## src/pkg/dbm_pkg.sv

```systemverilog
/*
  Constants for the DMA bus-master control block: APB register map, field
  positions, reset values and timing counts.
  Assumes a 25 MHz block clock and a 32-bit APB master.
*/
package dbm_pkg;
  // Clock rate
  localparam int unsigned CLK_HZ = 25000000;
  localparam int unsigned CLK_NS = 40;
  // Timing figures in their own units
  localparam int unsigned GRANT_SETTLE_NS = 100;
  localparam int unsigned CLEAR_PULSE_NS = 400;
  localparam int unsigned WATCHDOG_MS = 250;
  // Derived counts: least times round up, longest round down
  localparam int unsigned GRANT_SETTLE_CYC = (GRANT_SETTLE_NS + CLK_NS - 1) / CLK_NS;
  localparam int unsigned CLEAR_PULSE_CYC = (CLEAR_PULSE_NS + CLK_NS - 1) / CLK_NS;
  localparam int unsigned WATCHDOG_CYC = (CLK_HZ / 1000) * WATCHDOG_MS;
  localparam int unsigned CNT_W = 23;
  // Register byte offsets
  localparam logic [11:0] CTRL_OFS = 12'h000;
  localparam logic [11:0] STAT2_OFS = 12'h004;
  localparam logic [11:0] STATE_OFS = 12'h008;
  localparam logic [11:0] READ_BUS_OFS = 12'h00C;
  // Control register fields
  localparam int CTRL_PORT_SEL = 0;
  localparam int CTRL_ACK_CLR_EN = 1;
  localparam int CTRL_TMO_DIS = 2;
  // Second control/status fields
  localparam int STAT2_CLEAR_BIT = 5;
  localparam int STAT2_MXF_BIT = 9;
  localparam int STAT2_ERR_CLR_BIT = 14;
  localparam logic [2:0] CTRL_RST = 3'h2;
endpackage : dbm_pkg

```

## src/rtl/dbm_ctrl.sv

```systemverilog
/*
  DMA bus-master control: requests, grant blocking or passing, acknowledge,
  mastership, release, vector-accepted, drive initialise and missed-transfer
  watchdog, with an APB register slave.
  Assumes all bus inputs are synchronous to core_clk_i.
*/
// The register offsets and the APB register port were left to the implementer.
// What this block does
// - Slave sync on vector yields vector-accepted pulse clearing latch and busy.
// - Request only with transfer request, no end-request, ack and busy reset.
// - Transfer request stays active over one or two back-to-back cycles.
// - Request is driven only on the selected bus.
// - Grant on selected bus while requesting is blocked, not passed.
// - Acknowledge set a settling delay after the grant arrives.
// - Acknowledge set drives SACK and withdraws request.
// - Busy set with ack held, grant gone, BBSY and SSYN released.
// - Master drives BBSY, raises master flag, keeps request suppressed.
// - Acknowledge clears once busy is set and clear enable is active.
// - Grant on unselected bus is passed on and dropped with it.
// - End-of-request resets busy and releases the bus.
// - Primary bus init or power-low yields drive-bus initialise.
// - Program clear gives one fixed pulse that also initialises drives.
// - Read bus carries high byte of status one or two per select.
// - Busy start and each drive sync pulse restart missed-transfer timer.
// - Timer expiry while busy sets preflag then error, unless disabled.
// - Timer and preflag held clear by clear, not busy, or occupied.
// - Error flag clears only on the error-clear signal.
`timescale 1ns/1ps
module dbm_ctrl #(
  parameter int unsigned WATCHDOG_CYCLES = dbm_pkg::WATCHDOG_CYC
) (
  input wire logic core_clk_i, // Block clock, 25 MHz
  input wire logic reset_n_i, // Asynchronous reset, active low
  input wire logic psel_i, // APB select
  input wire logic penable_i, // APB enable
  input wire logic pwrite_i, // APB direction
  input wire logic [11:0] paddr_i, // APB byte address
  input wire logic [31:0] pwdata_i, // APB write data
  output logic [31:0] prdata_o, // APB read data
  output logic pready_o, // APB ready
  output logic pslverr_o, // APB error on unmapped address
  input wire logic transfer_request_i, // Sequencer wants a transfer
  input wire logic end_transfer_request_i, // Sequencer ends mastership
  input wire logic vector_ssyn_i, // Slave sync on interrupt vector
  input wire logic [1:0] npg_i, // Non-processor grant in, per bus
  input wire logic [1:0] bbsy_i, // Bus busy seen, per bus
  input wire logic [1:0] ssyn_i, // Slave sync seen, per bus
  input wire logic pri_init_i, // Primary bus initialise
  input wire logic pri_power_low_i, // Primary bus power low
  input wire logic ctrl_busy_i, // Controller busy (not ready)
  input wire logic drive_sync_i, // Drive sync clock pulse
  input wire logic drive_bus_occupied_i, // Drive bus occupied line
  input wire logic controller_clear_i, // Controller clear
  input wire logic status_one_high_select_n_i, // Gate status-one high byte, low
  input wire logic status_two_high_select_n_i, // Gate status-two high byte, low
  input wire logic [7:0] status_one_high_i, // Status-one high byte
  output logic [1:0] npr_o, // Non-processor request out, per bus
  output logic [1:0] sack_o, // Selection acknowledge out, per bus
  output logic [1:0] bbsy_o, // Bus busy driven, per bus
  output logic [1:0] npg_out_o, // Grant passed down the chain
  output logic dma_master_flag_o, // Starts transfer sequencer
  output logic vector_accepted_o, // One-cycle vector-accepted pulse
  output logic drive_bus_init_o, // Drive-bus initialise
  output logic program_clear_pulse_o, // Fixed-length clear pulse
  output logic missed_transfer_error_o, // Missed-transfer error flag
  output logic [7:0] internal_read_bus_o // High-byte read bus
);

  typedef struct packed {
    logic [31:0] prdata;
    logic pready;
    logic pslverr;
    logic [2:0] ctrl;
    logic [1:0] npr;
    logic [1:0] sack_out;
    logic [1:0] bbsy_out;
    logic [1:0] pass;
    logic ack;
    logic busy;
    logic master;
    logic vacc;
    logic vss_q;
    logic [3:0] settle;
    logic settling;
    logic [3:0] clr_cnt;
    logic pclr;
    logic [7:0] pulse_len;
    logic init;
    logic [dbm_pkg::CNT_W-1:0] wdog;
    logic busy_q;
    logic pre;
    logic missed_transfer_error;
    logic [7:0] rbus;
  } dbm_state_t;

  dbm_state_t st_r;
  dbm_state_t st_nxt;
  logic sel;
  logic wr_acc;
  logic rd_acc;
  logic sel_npg;
  logic sel_bbsy;
  logic sel_ssyn;
  logic req_ok;
  logic wd_hold;

  ////////////////////////////////////////////////////////////////////////////
  // Known register address
  function automatic logic addr_ok(input logic [11:0] a);
    addr_ok = (a == dbm_pkg::CTRL_OFS) || (a == dbm_pkg::STAT2_OFS) ||
              (a == dbm_pkg::STATE_OFS) || (a == dbm_pkg::READ_BUS_OFS);
  endfunction : addr_ok

  // Decodes shared by the next-state logic
  always_comb begin
    sel = st_r.ctrl[dbm_pkg::CTRL_PORT_SEL];
    wr_acc = psel_i && penable_i && pwrite_i && !st_r.pready;
    rd_acc = psel_i && !penable_i && !pwrite_i;
    sel_npg = npg_i[sel];
    sel_bbsy = bbsy_i[sel];
    sel_ssyn = ssyn_i[sel];
    req_ok = transfer_request_i && !end_transfer_request_i;
    wd_hold = controller_clear_i || !ctrl_busy_i || drive_bus_occupied_i;
  end

  ////////////////////////////////////////////////////////////////////////////
  // Next state
  always_comb begin
    st_nxt = st_r;
    // APB: one wait state, ready in the access cycle's second edge
    st_nxt.pready = psel_i && penable_i && !st_r.pready;
    st_nxt.pslverr = psel_i && penable_i && !st_r.pready && !addr_ok(paddr_i);
    if (rd_acc) begin
      case (paddr_i)
        dbm_pkg::CTRL_OFS: st_nxt.prdata = {29'h0000_0000, st_r.ctrl};
        dbm_pkg::STAT2_OFS: st_nxt.prdata = {22'h00_0000, st_r.missed_transfer_error, 9'h000};
        dbm_pkg::STATE_OFS: st_nxt.prdata = {26'h000_0000, st_r.pre, st_r.init,
                                             st_r.master, st_r.busy, st_r.ack,
                                             st_r.settling};
        dbm_pkg::READ_BUS_OFS: st_nxt.prdata = {24'h00_0000, st_r.rbus};
        default: st_nxt.prdata = 32'h0000_0000;
      endcase
    end
    if (wr_acc && paddr_i == dbm_pkg::CTRL_OFS) begin
      st_nxt.ctrl = pwdata_i[2:0];
    end

    // Grant passing on the unselected bus, cleared when grant drops
    for (int b = 0; b < 2; b++) begin
      st_nxt.pass[b] = npg_i[b] && (b != int'(sel));
    end
    // Selected-bus grant never passes down while we request
    // (pass bit for sel is forced low above)

    // Settling counter before acknowledge
    if (!st_r.settling && !st_r.ack && sel_npg && st_r.npr[sel]) begin
      st_nxt.settling = 1'b1;
      st_nxt.settle = 4'h0;
    end else if (st_r.settling) begin
      st_nxt.settle = st_r.settle + 4'h1;
      if (st_r.settle == 4'(dbm_pkg::GRANT_SETTLE_CYC - 1)) begin
        st_nxt.settling = 1'b0;
        st_nxt.ack = 1'b1;
      end
    end

    // Take mastership once grant gone and current master idle
    if (st_r.ack && !st_r.busy && !sel_npg && !sel_bbsy && !sel_ssyn) begin
      st_nxt.busy = 1'b1;
    end
    if (st_r.busy && st_r.ctrl[dbm_pkg::CTRL_ACK_CLR_EN]) begin
      st_nxt.ack = 1'b0;
    end
    // Release on end of request or vector accepted
    // Edge of slave sync, so a held level gives one pulse only
    st_nxt.vss_q = vector_ssyn_i;
    st_nxt.vacc = vector_ssyn_i && !st_r.vss_q;
    if (st_r.busy && (end_transfer_request_i || st_r.vacc)) begin
      st_nxt.busy = 1'b0;
    end
    if (controller_clear_i) begin
      st_nxt.busy = 1'b0;
      st_nxt.ack = 1'b0;
      st_nxt.settling = 1'b0;
    end
    st_nxt.master = st_nxt.busy;
    st_nxt.sack_out = 2'b00;
    st_nxt.sack_out[sel] = st_nxt.ack;
    st_nxt.bbsy_out = 2'b00;
    st_nxt.bbsy_out[sel] = st_nxt.busy;
    // Request from the next ack and busy, so it drops in the cycle that SACK
    // rises; the registered ack would leave it up one cycle too long
    st_nxt.npr = 2'b00;
    st_nxt.npr[sel] = req_ok && !st_nxt.ack && !st_nxt.busy;

    // Program clear one-shot, written via bit five of status two
    if (wr_acc && paddr_i == dbm_pkg::STAT2_OFS && pwdata_i[dbm_pkg::STAT2_CLEAR_BIT]) begin
      st_nxt.pclr = 1'b1;
      st_nxt.clr_cnt = 4'h0;
      st_nxt.pulse_len = 8'h00;
    end else if (st_r.pclr) begin
      st_nxt.clr_cnt = st_r.clr_cnt + 4'h1;
      // Width seen at the pin, counted apart from clr_cnt for the length check
      st_nxt.pulse_len = st_r.pulse_len + 8'h01;
      if (st_r.clr_cnt == 4'(dbm_pkg::CLEAR_PULSE_CYC - 1)) begin
        st_nxt.pclr = 1'b0;
      end
    end else begin
      st_nxt.pulse_len = 8'h00;
    end
    st_nxt.init = pri_init_i || pri_power_low_i || st_nxt.pclr;

    // Missed-transfer watchdog, restarted on busy entry and sync pulses
    st_nxt.busy_q = ctrl_busy_i;
    if (wd_hold) begin
      st_nxt.wdog = '0;
      st_nxt.pre = 1'b0;
    end else if ((ctrl_busy_i && !st_r.busy_q) || drive_sync_i) begin
      st_nxt.wdog = '0;
    end else if (st_r.wdog == dbm_pkg::CNT_W'(WATCHDOG_CYCLES - 1)) begin
      st_nxt.wdog = '0;
      if (!st_r.ctrl[dbm_pkg::CTRL_TMO_DIS]) begin
        st_nxt.pre = 1'b1;
      end
    end else begin
      st_nxt.wdog = st_r.wdog + 1'b1;
    end
    // Error flag: cleared only by error clear, a set in the same cycle wins
    if (wr_acc && paddr_i == dbm_pkg::STAT2_OFS && pwdata_i[dbm_pkg::STAT2_ERR_CLR_BIT]) begin
      st_nxt.missed_transfer_error = 1'b0;
    end
    if (st_r.pre || (wr_acc && paddr_i == dbm_pkg::STAT2_OFS &&
                     pwdata_i[dbm_pkg::STAT2_MXF_BIT])) begin
      st_nxt.missed_transfer_error = 1'b1;
    end

    // Read bus: high byte of status one or two
    if (!status_one_high_select_n_i) begin
      st_nxt.rbus = status_one_high_i;
    end else if (!status_two_high_select_n_i) begin
      st_nxt.rbus = {6'h00, st_nxt.missed_transfer_error, 1'b0};
    end else begin
      st_nxt.rbus = 8'h00;
    end
  end

  ////////////////////////////////////////////////////////////////////////////
  // State register
  always_ff @(posedge core_clk_i or negedge reset_n_i) begin
    if (!reset_n_i) begin
      st_r <= '0;
      st_r.ctrl <= dbm_pkg::CTRL_RST;
    end else begin
      st_r <= st_nxt;
    end
  end

  // Outputs straight from flops
  assign prdata_o = st_r.prdata;
  assign pready_o = st_r.pready;
  assign pslverr_o = st_r.pslverr;
  assign npr_o = st_r.npr;
  assign sack_o = st_r.sack_out;
  assign bbsy_o = st_r.bbsy_out;
  assign npg_out_o = st_r.pass;
  assign dma_master_flag_o = st_r.master;
  assign vector_accepted_o = st_r.vacc;
  assign drive_bus_init_o = st_r.init;
  assign program_clear_pulse_o = st_r.pclr;
  assign missed_transfer_error_o = st_r.missed_transfer_error;
  assign internal_read_bus_o = st_r.rbus;
endmodule : dbm_ctrl

```

## config.mk

```make
export PLATFORM = sky130hd
export DESIGN_NAME = dbm_ctrl
export DESIGN_NICKNAME = d
export VERILOG_FILES = /design/src/pkg/dbm_pkg.sv /design/src/rtl/dbm_ctrl.sv
export SDC_FILE = /design/constraint.sdc
export NUM_CORES = 1
export LEC_CHECK = 0
export ABC_AREA = 1
export BUFFER_PORTS_ARGS = -buffer_cell sky130_fd_sc_hd__clkbuf_2
export CAP_MARGIN = 20
export CORE_ASPECT_RATIO = 1.5
export CORE_MARGIN = 10
export CORE_UTILIZATION = 30
export CTS_BUF_LIST = sky130_fd_sc_hd__clkbuf_16
export CTS_CLUSTER_DIAMETER = 200
export DETAILED_ROUTE_END_ITERATION = 10
export PLACE_DENSITY = 0.62
export RECOVER_POWER = 25
export SLEW_MARGIN = 15
export SYNTH_ARGS = -nofsm -noshare
export SYNTH_HDL_FRONTEND = slang
export SYNTH_SLANG_ARGS = --single-unit
```

## constraint.sdc

```tcl
create_clock -name core_clk_i -period 1.6 [get_ports core_clk_i]
set_clock_uncertainty 0.15 [all_clocks]
set_input_delay 0.24 -clock core_clk_i [delete_from_list [all_inputs] [get_ports core_clk_i]]
set_output_delay 0.24 -clock core_clk_i [all_outputs]
set_load 0.03 [all_outputs]
```

==> impl_metrics.json <==
{
  "result_of_the_run": "completed",
  "hold_end": "pready_o",
  "ys_types": 37,
  "syn-cell-area_um2": 3882,
  "fill_cells": 1227,
  "min-delay-start": "psel_i",
  "fmaxAchievable_ghz": 0.6278,
  "clock_insertion_delay_worst_skew_ns": 0.33,
  "fp.dieW_um": 112.9,
  "synth.yosys.seq_area_share_pct": 45.79,
  "rr_worst_depth": 7,
  "num_rows": 50,
  "first_pass_drt_iterations": 4,
  "antenna_left": 0,
  "dpl_worst_slack_ns": 0.004337,
  "initial_utilization_pct": 30.88,
  "worst_ir_drop_vdd_v": 0.0003691,
  "async_flop_share_pct": 100.0,
  "critPathRequiredTime_ns": 1.67,
  "setup_viol": 0,
  "maxCapViolations": 0,
  "die_y_um": 159.3,
  "grt_remaining_overflow": 0,
  "timing.final.hold_violations": 0,
  "cts_sinks": 71,
  "port-buffer-count": 79,
  "final-max-slew-violation-count": 0,
  "min-delay-path-class": "primary input to flop",
  "globalplace.congestion": 0.8346,
  "clkSlewWorstSetupHoldPaths_ns": 0.06,
  "nNetsFinal": 671,
  "post-route-drc-count": 0,
  "cts-buffers-inserted": 9,
  "grt_setup_unrepaired": "true",
  "hpwlAfterDp_um": 7791,
  "cts_htree_levels": 3,
  "grt_start_max_net_pins": 28,
  "crit_type": "flop to flop",
  "grt_antenna_before_repair": 0,
  "avgSynthCellArea_um2": 8.156,
  "cts_tree": "yes",
  "timing.hold.worst_path_depth": 3,
  "synth_edf_count": 0,
  "power.total_w": 0.004124,
  "detail_route.iter0.violations": 163,
  "detail_route.wl_per_cell_um": 13.73,
  "root_cell_of_the_clock_tree": "clkbuf_16",
  "worst_setup_path_end_kind": "flop",
  "slew-limit-headroom_pct": 61.87,
  "coreArea_um2": 12570,
  "fin_worst_hold_slack_ns": 0.01707,
  "p_leak_nw": 2.617,
  "arrival_ns": 1.66,
  "timing.final.crit_share_pct": 99.55,
  "synth.ff_latch_count": 71,
  "critical_path.reg2reg.startpoint": "st_r[25]",
  "routed-via-count": 3341,
  "period_minus_slack_ns": 1.593,
  "startpoint_type": "flop",
  "io_pins": 129,
  "floorplan.die_area_um2": 17990,
  "grt_usage_pct": 11.25,
  "num_antenna_cells": 0,
  "drive_gt1_share_pct": 30.49,
  "crit_path_max_fanout": 10,
  "finalWirelength_um": 10340,
  "cts-root-to-sink-buffers": 2,
  "worst_slack_ns": 0.007245,
  "worstReg2RegEnd": "st_r[25]",
  "regToRegSetupSlack_ns": 0.007,
  "max_slew.worst_pin.slew_ns": 0.5719,
  "grt_pass1_wl_um": 16550,
  "post_synth_inst_count": 476,
  "synth.yosys.warnings": 0,
  "detail_route.vias_per_cell": 4.437,
  "grt_pass1_vias": 3446,
  "pwr_density_cell_nw_per_um2": 813.5,
  "postSynth.topFlopCell": "dfrtp_1",
  "layout-area-overhead-vs-synth_pct": 30.58
}
## placed cells by master (no fill, tap or decap), types with 4 or more instances in the layout
master	count
nand2_2	9
buf_4	33
nor2_1	67
conb_1	23
ha_1	4
a21oi_1	6
nand2_1	90
clkbuf_2	77
nand3_2	4
clkbuf_16	10
xnor2_1	5
nor3_2	6
xor2_1	8
inv_2	6
nand4_1	14
dfrtp_1	67
nand3_1	25
o21ai_0	11
nor2_2	4
inv_1	57
dlygate4sd3_1	18
nor2_4	9
## worst max-delay path by stage
| stage | startpoint | to | slack (ns) | cells after the start |
|---|---|---|---|---|
| floorplan | st_r[11] | st_r[30] | 0.01 | 9 |
| global placement | st_r[15] | st_r[30] | 0.008 | 9 |
| detailed placement | st_r[12] | st_r[32] | 0.004 | 9 |
| CTS | st_r[12] | st_r[21] | 0.008 | 7 |
| global route | st_r[12] | st_r[27] | -0.07 | 8 |
| finish | st_r[25] | st_r[25] | 0.007 | 7 |
## metrics by stage
stage | utilization, % | std cells | setup TNS (ns) | cell area [µm²]
after floorplan | - | 498 | 0 | 3965
after global placement | 34.94 | 707 | 0 | 4393
after global routing | 40.32 | 753 | -0.6927 | 5070
final | 40.32 | 753 | 0 | 5070
after detailed placement | 34.94 | 707 | 0 | 4393
after CTS | 38.83 | 743 | 0 | 4882
## final cells by class
class / count / area (µm²) / share of cell area (%)
flip-flops and latches: 71 / 1782 / 35.14
repair buffers: 136 / 932.1 / 18.39
inverters: 63 / 239.0 / 4.714
clock inverters: 7 / 32.53 / 0.6417
multi-input cells: 311 / 1664 / 32.82
well taps: 156 / 195.2 / 3.850
clock buffers: 9 / 225.2 / 4.442
## cells in the mapped netlist (2+ instances only)
cell	n	area, µm²
nand2_2	5	31.28
ha_1	5	62.56
nor2_4	6	67.56
o21ai_0	13	65.06
nor3_1	5	25.02
xnor2_1	5	43.79
buf_2	3	15.01
inv_1	59	221.5
a21oi_1	6	30.03
nor3_2	6	60.06
nand3_2	3	30.03
buf_4	48	360.4
dfrtp_1	70	1752
nand3_1	28	140.1
nand2_1	95	356.6
xor2_1	8	70.07
a31oi_1	3	18.77
o211ai_1	2	15.01
nor2_1	73	274.0
inv_2	3	11.26
nand4_1	14	87.58
## sequential cells by signal, indices dropped and copies added, names as in the netlist
signal                   flops
missed_transfer_error_o      1
prdata_o                     9
npg_out_o                    2
st_r                        38
dma_master_flag_o            1
pready_o                     1
pslverr_o                    1
vector_accepted_o            1
internal_read_bus_o          8
bbsy_o                       2
sel                          1
drive_bus_init_o             1
npr_o                        2
sack_o                       2
program_clear_pulse_o        1
## report_power, final
part | total (W) | internal, W | switching [W] | leakage (nW)
sequential | 0.00190 | 0.00185 | 0.0000501 | 0.931
combinational | 0.000468 | 0.000168 | 0.000300 | 1.56
clock | 0.00175 | 0.00102 | 0.000731 | 0.129
total | 0.00412 | 0.00304 | 0.00108 | 2.62
## logic make-up (layout without fill, tap and decap cells)
| kind of cell | after synthesis | after routing | share of synthesized area (%) |
|---|---|---|---|
| AOI/OAI and AO/OA | 28 | 28 | 4.093 |
| xor gates and xnor gates | 13 | 13 | 2.933 |
| adders and majority gates | 5 | 5 | 1.611 |
| buffers and inverters | 116 | 215 | 16.21 |
| DFF | 71 | 71 | 45.79 |
| other | 1 | 23 | 0.09659 |
| and+or+nand+nor | 242 | 242 | 29.26 |
## routing by layer
layer	up-vias	part of all wire, %	routed length [µm]	track usage (%)
li1	1653	-	-	-
met1	1554	36	3692	10.95
met2	102	54	5627	19.90
met3	32	5.8	599	3.540
met4	0	4.1	421	7.002
met5	-	0	0	0
## critical path, cell delays in order (launching register included)
cell,delay (ns)
dfrtp_1,0.46
nand4_1,0.17
nor2_2,0.17
nand3_2,0.12
nand2_4,0.12
buf_12,0.11
buf_16,0.12
a21oi_1,0.05
## repair_timing
action,4_1_cts,5_1_grt
hold endpoints to repair,74,1
endpoints found under the setup margin,4,22
resized for setup,5,31
buffers inserted,1,9
cloned,1,1
hold buffers,18,1
pin swaps,3,12
Note: power is estimated with default switching activity, not from simulation.
